File: config.mk
export PLATFORM = sky130hd
export DESIGN_NAME = srfd_top
export DESIGN_NICKNAME = d
export VERILOG_FILES = /design/src/rtl/srfd_pkg.sv /design/src/rtl/srfd_sync.sv /design/src/rtl/srfd_timer.sv /design/src/rtl/srfd_top.sv
export SDC_FILE = /design/constraint.sdc
export NUM_CORES = 1
export LEC_CHECK = 0
export BUFFER_PORTS_ARGS = -buffer_cell sky130_fd_sc_hd__buf_2
export CORE_ASPECT_RATIO = 1.5
export CORE_UTILIZATION = 40
export CTS_CLUSTER_SIZE = 16
export DETAILED_ROUTE_END_ITERATION = 16
export PLACE_DENSITY_LB_ADDON = 0.1
export SYNTH_ARGS = -nofsm -noshare
export SYNTH_HDL_FRONTEND = slang
export SYNTH_HIERARCHICAL = 1
export SYNTH_SLANG_ARGS = --single-unit
export TNS_END_PERCENT = 10
File: constraint.sdc
create_clock -name clk -period 4.8 [get_ports clk]
set_input_delay 0.96 -clock clk [delete_from_list [all_inputs] [get_ports clk]]
set_output_delay 0.96 -clock clk [all_outputs]
set_load 0.02 [all_outputs]
File: src/rtl/srfd_pkg.sv
// Operation
// RQ1: On supply rising past lockout release, leave lockout and start soft-start charging.
// RQ2: After lockout release, enable driver-supply regulator once four drain pulses arrived.
// RQ3: Soft-start done and enable high starts rectification plus gate/drain open detection.
// RQ4: Enable low at soft-start completion discharges soft-start; recharge when enable rises.
// RQ5: Sample drain sense a fixed delay after gate on; below threshold marks open.
// RQ6: Gate-open fault confirmed after consecutive open pulses reach count over both drains.
// RQ7: Any sampled pulse at or above gate-open threshold clears the gate-open counter.
// RQ8: Gate-open fault asserts fail sink but keeps rectification running.
// RQ9: Count opposite drain pulses while one drain stays low; full count confirms drain-open.
// RQ10: Monitored drain at or above threshold during a counted pulse clears the counter.
// RQ11: Drain-open fault asserts fail, stops drivers, discharges soft-start and driver supply.
// RQ12: Source-open fault confirmed when source sense stays high for full mask time.
// RQ13: Source-open check ignores soft-start, no pulse count; confirmation stops everything.
// RQ14: Overvoltage held for mask time asserts fail, discharges, stops; clears on cancel/lockout.
// RQ15: In any abnormality state drive the fail output as constant current sink.
// RQ16: Latched open faults hold until lockout; then fail sink releases.
// RQ17: General comparator drives fail sink while above reference, unmasked and unlatched.
// RQ18: Sense comparator results are synchronised before feeding counters and timers.
// RQ19: Each fault keeps sticky flag; fail sink is OR of flags and comparator.
package srfd_pkg;
  localparam int CLK_MHZ = 250;
  localparam int STARTUP_PULSES = 4;
  localparam int GOP_PULSES = 2048;
  localparam int DOP_PULSES = 128;
  localparam int GOP_DELAY_NS = 2500;
  localparam int SOP_MASK_NS = 9000;
  localparam int OVP_MASK_NS = 25000;
  localparam int GOP_DELAY_CYC = (GOP_DELAY_NS * CLK_MHZ + 999) / 1000;
  localparam int SOP_MASK_CYC = (SOP_MASK_NS * CLK_MHZ + 999) / 1000;
  localparam int OVP_MASK_CYC = (OVP_MASK_NS * CLK_MHZ + 999) / 1000;

  // Synchronised comparator results and registered gate drive for one channel
  typedef struct packed {
    logic drain_neg;   // drain below gate-open threshold
    logic drain_low;   // drain below open threshold
    logic src_high;    // source above open threshold
    logic gate_on;     // gate drive command of this channel
  } srfd_chan_s;

  typedef struct packed {
    logic gate_open;
    logic drain_open;
    logic src_open;
    logic overvoltage_detect;
  } srfd_fault_s;

  typedef enum logic [1:0] {
    SRFD_LOCKOUT,
    SRFD_CHARGE,
    SRFD_DISCHARGE,
    SRFD_RUN
  } srfd_state_e;
endpackage

File: src/rtl/srfd_sync.sv
`timescale 1ns/1ns
module srfd_sync #(
  parameter int W = 1
) (
  input wire logic clk,            // Clock
  input wire logic nrst,           // Async reset, active low
  input wire logic [W-1:0] d,      // Asynchronous levels
  output logic [W-1:0] q           // Synchronised levels
);
  logic [W-1:0] s1_q;

  always_ff @(posedge clk or negedge nrst) begin
    if (!nrst) begin
      s1_q <= '0;
      q <= '0;
    end else begin
      s1_q <= d;  // [RQ18]
      q <= s1_q;
    end
  end
endmodule

File: src/rtl/srfd_timer.sv
`timescale 1ns/1ns
// Counts consecutive cycles of a level; done once the count is reached
module srfd_timer #(
  parameter int CYC = 16
) (
  input wire logic clk,   // Clock
  input wire logic nrst,  // Async reset, active low
  input wire logic cond,  // Level that must persist
  output logic done       // Level held for CYC cycles
);
  localparam int CW = $clog2(CYC + 1);
  localparam logic [CW-1:0] LAST = CW'(CYC);
  logic [CW-1:0] cnt_q;
  logic [CW-1:0] cnt_d;

  assign cnt_d = !cond ? '0 : (cnt_q == LAST) ? cnt_q : cnt_q + 1'b1;
  assign done = cond && (cnt_q == LAST);

  always_ff @(posedge clk or negedge nrst) begin
    if (!nrst) begin
      cnt_q <= '0;
    end else begin
      cnt_q <= cnt_d;
    end
  end
endmodule

File: src/rtl/srfd_top.sv
`timescale 1ns/1ns
module srfd_top
  import srfd_pkg::*;
#(
  parameter int GOP_COUNT = srfd_pkg::GOP_PULSES,  // Gate-open confirm pulses
  parameter int DOP_COUNT = srfd_pkg::DOP_PULSES,  // Drain-open confirm pulses
  parameter int GOP_DLY = srfd_pkg::GOP_DELAY_CYC, // Gate-on to sample delay
  parameter int SOP_CYC = srfd_pkg::SOP_MASK_CYC,  // Source-open mask
  parameter int OVP_CYC = srfd_pkg::OVP_MASK_CYC   // Overvoltage mask, above 4096
) (
  input wire logic clk,                 // 250 MHz clock
  input wire logic nrst,                // Async reset, active low
  input wire logic supply_ok,           // Supply above lockout release level
  input wire logic ss_done,             // Soft-start at completion level
  input wire logic enable_comp_in,      // Enable input at or above enable level
  input wire logic general_comp,        // Enable pin above comparator reference
  input wire logic [1:0] gate_cmd,      // Rectifier gate requests, a and b
  input wire logic [1:0] drain_pulse,   // Drain pulse detect, a and b
  input wire logic [1:0] drain_neg,     // Drain below gate-open threshold
  input wire logic [1:0] drain_low,     // Drain below open threshold
  input wire logic [1:0] src_high,      // Source above open threshold
  input wire logic ovp_high,            // Overvoltage comparator
  input wire logic ovp_cancel,          // Below overvoltage cancel level
  output logic undervoltage_lockout,    // Lockout active
  output logic ss_charge,               // Soft-start charge current on
  output logic ss_discharge,            // Soft-start discharge on
  output logic reg_enable,              // Driver-supply regulator on
  output logic reg_discharge,           // Driver-supply discharge on
  output logic gate_drive_a,            // Gate drive a
  output logic gate_drive_b,            // Gate drive b
  output logic detect_active,           // Gate/drain open detection running
  output logic fail_sink_out,           // Constant current fail sink on
  output srfd_pkg::srfd_fault_s faults  // Sticky fault flags
);
  localparam int GW = $clog2(GOP_COUNT + 1);
  localparam int DW = $clog2(DOP_COUNT + 1);
  localparam logic [GW-1:0] GOP_LAST = GW'(GOP_COUNT);
  localparam logic [DW-1:0] DOP_LAST = DW'(DOP_COUNT);
  localparam int TW = $clog2(GOP_DLY + 2);
  localparam logic [TW-1:0] TAP = TW'(GOP_DLY);

  logic [8:0] sync_q;
  srfd_chan_s [1:0] ch;
  logic [1:0] pulse_s;
  logic ovp_s;
  logic [1:0] pulse_prev_q;
  logic [1:0] pulse_rise;
  srfd_state_e state_q, state_d;
  logic [2:0] start_cnt_q;
  logic reg_on_q;
  srfd_fault_s flt_q, flt_d;
  logic stop_all;
  logic [GW-1:0] gop_cnt_q;
  logic [DW-1:0] dop_cnt_q [2];
  logic [TW-1:0] gdly_q [2];
  logic [1:0] sample_now;
  logic [1:0] dop_hit;
  logic gop_any_sample, gop_any_ok;
  logic sop_done, ovp_done;
  logic [1:0] sop_done_ch;
  logic gate_a_q, gate_b_q;
  logic run_next;

  srfd_sync #(.W(9)) u_sync (
    .clk(clk),
    .nrst(nrst),
    .d({ovp_high, src_high, drain_low, drain_neg, drain_pulse}),
    .q(sync_q)
  );

  assign pulse_s = sync_q[1:0];
  assign ovp_s = sync_q[8];
  assign pulse_rise = pulse_s & ~pulse_prev_q;

  generate
    for (genvar i = 0; i < 2; i++) begin : g_ch
      assign ch[i].drain_neg = sync_q[2 + i];
      assign ch[i].drain_low = sync_q[4 + i];
      assign ch[i].src_high = sync_q[6 + i];
      assign ch[i].gate_on = i == 0 ? gate_a_q : gate_b_q;

      // Sample point a fixed delay after gate turn-on
      always_ff @(posedge clk or negedge nrst) begin
        if (!nrst) begin
          gdly_q[i] <= '0;
        end else if (!ch[i].gate_on) begin
          gdly_q[i] <= '0;
        end else if (gdly_q[i] <= TAP) begin
          gdly_q[i] <= gdly_q[i] + 1'b1;
        end
      end
      assign sample_now[i] = ch[i].gate_on && (gdly_q[i] == TAP);  // [RQ5]

      // Drain i low while opposite drain pulses
      assign dop_hit[i] = detect_active && pulse_rise[1 - i];
      always_ff @(posedge clk or negedge nrst) begin
        if (!nrst) begin
          dop_cnt_q[i] <= '0;
        end else if (!detect_active || !ch[i].drain_low) begin
          dop_cnt_q[i] <= '0;  // [RQ10]
        end else if (dop_hit[i] && dop_cnt_q[i] != DOP_LAST) begin
          dop_cnt_q[i] <= dop_cnt_q[i] + 1'b1;  // [RQ9]
        end
      end

      srfd_timer #(.CYC(SOP_CYC)) u_sop (
        .clk(clk),
        .nrst(nrst),
        .cond(ch[i].src_high),
        .done(sop_done_ch[i])
      );  // [RQ12]
    end
  endgenerate

  assign sop_done = |sop_done_ch;

  srfd_timer #(.CYC(OVP_CYC)) u_ovp (
    .clk(clk),
    .nrst(nrst),
    .cond(ovp_s),
    .done(ovp_done)
  );

  // Gate-open: consecutive open samples over both channels
  assign gop_any_sample = detect_active && |sample_now;
  assign gop_any_ok = |(sample_now & {~ch[1].drain_neg, ~ch[0].drain_neg});

  always_ff @(posedge clk or negedge nrst) begin
    if (!nrst) begin
      gop_cnt_q <= '0;
    end else if (!detect_active || gop_any_ok) begin
      gop_cnt_q <= '0;  // [RQ7]
    end else if (gop_any_sample && gop_cnt_q != GOP_LAST) begin
      gop_cnt_q <= gop_cnt_q + 1'b1;  // [RQ6]
    end
  end

  // Sticky faults; lockout clears them, overvoltage also on cancel
  always_comb begin
    flt_d = flt_q;
    if (gop_cnt_q == GOP_LAST) flt_d.gate_open = 1'b1;  // [RQ6] [RQ19]
    if (dop_cnt_q[0] == DOP_LAST || dop_cnt_q[1] == DOP_LAST) begin
      flt_d.drain_open = 1'b1;  // [RQ9]
    end
    if (sop_done) flt_d.src_open = 1'b1;  // [RQ13]
    if (ovp_done) begin
      flt_d.overvoltage_detect = 1'b1;  // [RQ14]
    end else if (ovp_cancel) begin
      flt_d.overvoltage_detect = 1'b0;  // [RQ14]
    end
    if (!supply_ok) flt_d = '0;  // [RQ16]
  end

  assign stop_all = flt_q.drain_open | flt_q.src_open | flt_q.overvoltage_detect;  // [RQ11] [RQ13] [RQ14]

  // Startup sequencing
  always_comb begin
    state_d = state_q;
    case (state_q)
      SRFD_LOCKOUT: if (supply_ok) state_d = SRFD_CHARGE;  // [RQ1]
      SRFD_CHARGE: begin
        if (ss_done && enable_comp_in) state_d = SRFD_RUN;  // [RQ3]
        else if (ss_done) state_d = SRFD_DISCHARGE;  // [RQ4]
      end
      SRFD_DISCHARGE: if (enable_comp_in) state_d = SRFD_CHARGE;  // [RQ4]
      SRFD_RUN: state_d = SRFD_RUN;
      default: state_d = SRFD_LOCKOUT;
    endcase
    if (stop_all && state_q != SRFD_LOCKOUT) state_d = SRFD_DISCHARGE;  // [RQ11]
    if (!supply_ok) state_d = SRFD_LOCKOUT;  // [RQ1]
  end

  always_ff @(posedge clk or negedge nrst) begin
    if (!nrst) begin
      state_q <= SRFD_LOCKOUT;
      flt_q <= '0;
      pulse_prev_q <= '0;
    end else begin
      state_q <= state_d;
      flt_q <= flt_d;
      pulse_prev_q <= pulse_s;
    end
  end

  // Regulator enable after four drain pulses since lockout release
  always_ff @(posedge clk or negedge nrst) begin
    if (!nrst) begin
      start_cnt_q <= '0;
      reg_on_q <= 1'b0;
    end else if (state_q == SRFD_LOCKOUT || stop_all) begin
      start_cnt_q <= '0;
      reg_on_q <= 1'b0;
    end else if (start_cnt_q == 3'(STARTUP_PULSES)) begin
      reg_on_q <= 1'b1;  // [RQ2]
    end else begin
      start_cnt_q <= start_cnt_q + 3'(pulse_rise[0]) + 3'(pulse_rise[1]) > 3'(STARTUP_PULSES)
        ? 3'(STARTUP_PULSES) : start_cnt_q + 3'(pulse_rise[0]) + 3'(pulse_rise[1]);
    end
  end

  // Gate drivers run only in the run state; gate-open keeps them going.
  // Next-state decode, so a stop fault drops both gates on the edge that latches it.
  assign run_next = (state_d == SRFD_RUN) && !(flt_d.drain_open | flt_d.src_open | flt_d.overvoltage_detect);

  always_ff @(posedge clk or negedge nrst) begin
    if (!nrst) begin
      gate_a_q <= 1'b0;
      gate_b_q <= 1'b0;
    end else begin
      gate_a_q <= run_next && gate_cmd[0];  // [RQ3] [RQ8] [RQ11]
      gate_b_q <= run_next && gate_cmd[1];
    end
  end

  assign detect_active = (state_q == SRFD_RUN) && !stop_all;  // [RQ3]
  assign undervoltage_lockout = state_q == SRFD_LOCKOUT;
  assign ss_charge = state_q == SRFD_CHARGE;  // [RQ1]
  assign ss_discharge = state_q == SRFD_DISCHARGE || stop_all;  // [RQ4] [RQ11]
  assign reg_enable = reg_on_q;
  assign reg_discharge = stop_all;  // [RQ11]
  assign gate_drive_a = gate_a_q;
  assign gate_drive_b = gate_b_q;
  assign faults = flt_q;
  assign fail_sink_out = (|flt_q) | general_comp;  // [RQ15] [RQ17] [RQ19]
endmodule

* Word-level counts from Yosys, hierarchy flattened
Cells that the tools add are included. W data, S select, Z words.
Storage, ports and cells: register bits 117, input port bits 18, word-level logic and storage cells 137
Operators by class: add/subtract/negate cells 10, magnitude comparators 3, eq/ne operators 23, mux-type cells 33, bitwise gates (word level) 10, reduce and logical (&&, ||, !) cells 38
Operators by type and width (count):
- $mux W12 | 6
- $mux W10 | 4
- $add A12 B1 Y12 const B | 3
- $eq A12 B12 Y1 const B | 3
- $mux W8 | 4
- $mux W13 | 2
- $add A10 B1 Y10 const B | 2
- $eq A10 B10 Y1 const B | 2
- $le A10 B10 Y1 const B | 2
- $logic_and A1 B1 Y1 | 17
- $add A8 B1 Y8 const B | 2
- $eq A8 B8 Y1 const B | 2
- $ne A8 B8 Y1 const B | 2
- $add A13 B1 Y13 const B | 1
- $eq A13 B13 Y1 const B | 1
- $ne A12 B12 Y1 const B | 1
- $mux W2 | 5
- $reduce_bool A2 Y1 | 5
- $mux W3 | 3
- $ne A2 B2 Y1 const B | 4
- $pmux W2 S4 | 1
- $mux W1 | 7
- $add A3 B1 Y3 | 2
- $eq A2 B2 Y1 const B | 3
- other kinds (14) | 33

* Longest topological paths before layout
word-level depth 10, gate-level depth with buffers 9, depth with buffers taken out 9

* By module
The synthesis kept the hierarchy.
By module, submodules not included:
- srfd_top | times used 1, cells an instance 342, area each 3265.6 µm²
- srfd_timer at g_ch[0].u_sop ... | times used 2, cells an instance 68, area each 645.6 µm²
- srfd_timer at u_ovp | times used 1, cells an instance 75, area each 719.4 µm²
- srfd_sync | times used 1, cells an instance 18, area each 450.4 µm²

* Least setup slack after synthesis
OpenSTA, ideal clock, no wires.
path type in2out, from input general_comp, to output fail_sink_out, data arrival time 1.397 ns, required time 3.840 ns, setup slack 2.443 ns, stages 1, buffers on the path 0, cells stage by stage or3_1
Between the ends: longest elaborated chain between the ends 1
Ends and longest elaborated chain:
- from (decl) | RTL line srfd_top.sv:16 | input wire logic general_comp,
- $or A1 B1 Y1 | RTL line srfd_top.sv:224 | assign fail_sink_out = (|flt_q) | general_comp;
- to (decl) | RTL line srfd_top.sv:32 | output logic fail_sink_out,
Every way passes these cells.

* Final worst setup path
from register flt_q, in the netlist faults[1], to output fail_sink_out
Between the ends: longest elaborated chain between the ends 2
Ends and longest elaborated chain:
- from (decl) | RTL line srfd_top.sv:51 | srfd_fault_s flt_q, flt_d;
- from (signal assigned) | RTL line srfd_top.sv:180 | flt_q <= flt_d;
- $reduce_or A4 Y1 | RTL line srfd_top.sv:224
- $or A1 B1 Y1 | RTL line srfd_top.sv:224
Every way passes these cells.

==> results.json <==
{
  "status": "finished, final reports clean",
  "first_iter_violations": 158,
  "cts_inserted_buffers": 17,
  "critPathRequiredTime_ns": 3.84,
  "initial_utilization_pct": 40.93,
  "clk_latency_ns": 0.41,
  "ctsHoldBuffers": 0,
  "synthToLayoutAreaGrowth_pct": 16.54,
  "crit_family": "simple AND/OR/NAND/NOR gates",
  "hold_viol_final": 0,
  "drive_gt1_share_pct": 11.34,
  "synth-compound-area-share_pct": 9.045,
  "cts_max_path_buffers": 2,
  "leakagePower_nw": 2.883,
  "io_buffer_count": 30,
  "htreeDepth": 4,
  "tightest_slew_ns": 0.6768,
  "fin_crit_sh_pct": 59.49,
  "synth_cell_types": 46,
  "crit_arrival_ns": 1.90,
  "viasPerCell": 5.164,
  "fillers": 1306,
  "die_width_um": 99.70,
  "layout_common_cells": "dfrtp_1 (117), nor2_1 (58), nand2_1 (47)",
  "endpoint_kind": "output port",
  "hp-class": "reg2reg",
  "cts_resized": 0,
  "dieArea_um2": 14810,
  "routed_wl_mm": 11.31,
  "vias": 4224,
  "dpl.cell_count": 788,
  "grt_pass1_wl_mm": 19.42,
  "ys_ff_latch": 117,
  "grt_start_max_net_pins": 53,
  "antenna_cells": 0,
  "netlist_area_um2": 5727,
  "root_buffer": "clkbuf_16",
  "drt_first_pass_iters": 4,
  "die_y_um": 148.5,
  "layoutNonFillerInstCount": 818,
  "place_hpwl_mm": 7.922,
  "overflow": 0,
  "synth_top_family_by_area": "simple AND/OR/NAND/NOR gates",
  "ys_seq_area_share_pct": 51.13,
  "ios": 31,
  "synthSimpleGateAreaFrac_pct": 23.77,
  "yosys_warnings": 6,
  "cts.sinks": 117,
  "max_cap_violations": 0,
  "path_cells": "nor3_1, inv_1, or3_1, buf_2",
  "syn_nets": 609,
  "max-slew-margin-rel_pct": 54.88,
  "yosys_most_used_dff": "dfrtp_1",
  "muxShareOfSynthArea_pct": 2.797,
  "crit_buf_inv": 2,
  "grt_setup_unrepaired": "false",
  "finalPower_mw": 2.336,
  "postCtsSetupBuffers": 0,
  "ant_nets": 0,
  "drc": 0,
  "layout_commonest_cell": "dfrtp_1",
  "grt_pass1_vias": 4230,
  "cts_tree": "yes",
  "cpMaxStageDelayCell": "nor3_1",
  "synthCells": 571,
  "postSynth.asyncResetShare_pct": 100.0,
  "fmax_ghz": 0.3502,
  "fin_crit_ns": 2.856,
  "grt_use_total_pct": 16.82,
  "max_stage_delay_ns": 0.40,
  "core_um2": 13990,
  "path_max_fanout": 7,
  "ir_drop_v": 0.0002116,
  "finalSetupTns_ns": 0,
  "crit_type": "reg2out",
  "wl_per_cell_um": 13.83,
  "nets": 653,
  "synthXorXnorAreaFrac_pct": 5.812,
  "num_rows": 53,
  "gp_congestion": 0.8163,
  "powerDensity_nw_per_um2": 350.0,
  "worstSetupStartpointType": "flop",
  "finalClockSkew_ns": 0.008047,
  "synth_fa_ha_area_share_pct": 4.501,
  "final_max_slew_viol_count": 0,
  "syn_avg_cell_area_um2": 10.03,
  "finalSetupViolations": 0,
  "antenna_found_initial": 0,
  "synth_edf_count": 0,
  "path_clk_slew_ns": 0.05
}
[path summary, 6_finish.rpt]
| path | slack, ns | end | cells past startpoint | start |
|---|---|---|---|---|
| setup / recovery | 1.94 | fail_sink_out | 4 | faults[1] |
| min in group asynchronous | 0.59 | gdly_q[11] | 1 | nrst |
| hold reg to reg | 0.34 | u_sync/q[5] | 0 | u_sync/s1_q[5] |
| hold / removal | 0.34 | u_sync/q[5] | 0 | u_sync/s1_q[5] |
| max in group asynchronous | 3.28 | state_q[1] | 2 | nrst |
| setup reg to reg | 2.68 | gop_cnt_q[2] | 5 | gdly_q[7] |
[where the power goes]
part           leakage (nW)  switching [mW]  total [mW]  internal (mW)
logic                  1.03          0.0571      0.0844         0.0273
registers              1.58          0.0201        1.03           1.01
clock network         0.280           0.413        1.22          0.811
[cell usage after synthesis, types with 10 or more instances]
cell type,instances,area [um2]
a21oi_1,31,155.2
dfrtp_1,117,2928
ha_1,19,237.7
inv_1,37,138.9
mux2i_1,16,160.2
nand2_1,47,176.4
nand3_1,29,145.1
nand4_1,15,93.84
nor2_1,58,217.7
nor3_1,10,50.05
nor4_1,10,62.56
o21ai_0,26,130.1
o31ai_1,14,105.1
or3_1,17,106.4
or4_1,10,75.07
xnor2_1,16,140.1
xor2_1,22,192.7
[final cells by class]
class                      instances  area (um2)  area share (%)
sequential                       117        2928           43.87
inverter                          37       138.9           2.081
multi-input combinational        410        2630           39.41
clock buffer                      26       499.2           7.480
tap                              192       240.2           3.600
clock inverter                     4       70.07           1.050
timing repair buffer              32       167.7           2.512
[cells by family after synthesis]
family,Yosys count
xor gates and xnor gates,38
and+or+nand+nor,249
muxes,16
AOI/OAI and AO/OA,87
DFF,117
adders and majority gates,20
buffers and inverters,44
[sequential cells by signal, indices dropped and copies added (netlist names), 2 cells and up]
register,count
dop_cnt_q,16
faults,4
g_ch.u_sop/cnt_q,24
gdly_q,20
gop_cnt_q,12
pulse_prev_q,2
start_cnt_q,3
state_q,2
u_ovp/cnt_q,13
u_sync/q,9
u_sync/s1_q,9
[through the flow]
step / hold WS (ns) / setup slack, ns / util [%] / instance area (um2)
3_5_place_dp: 0.3364 / 2.303 / 43.63 / 6105
3_3_place_gp: 0.3353 / 2.286 / 43.63 / 6105
4_1_cts: 0.3476 / 1.929 / 47.70 / 6674
6_report: 0.3443 / 1.944 / 47.70 / 6674
5_1_grt: 0.3584 / 1.757 / 47.70 / 6674
2_1_floorplan: 0.3312 / 2.443 / - / 5727
[routing by layer]
layer	global-route usage, %	up-vias	part of all wire (%)
li1	-	2098	-
met1	18.95	2042	44
met3	4.511	14	4.0
met4	9.559	0	1.7
met5	0	-	0
met2	28.52	70	50
Note: power is estimated with default switching activity, not from simulation.
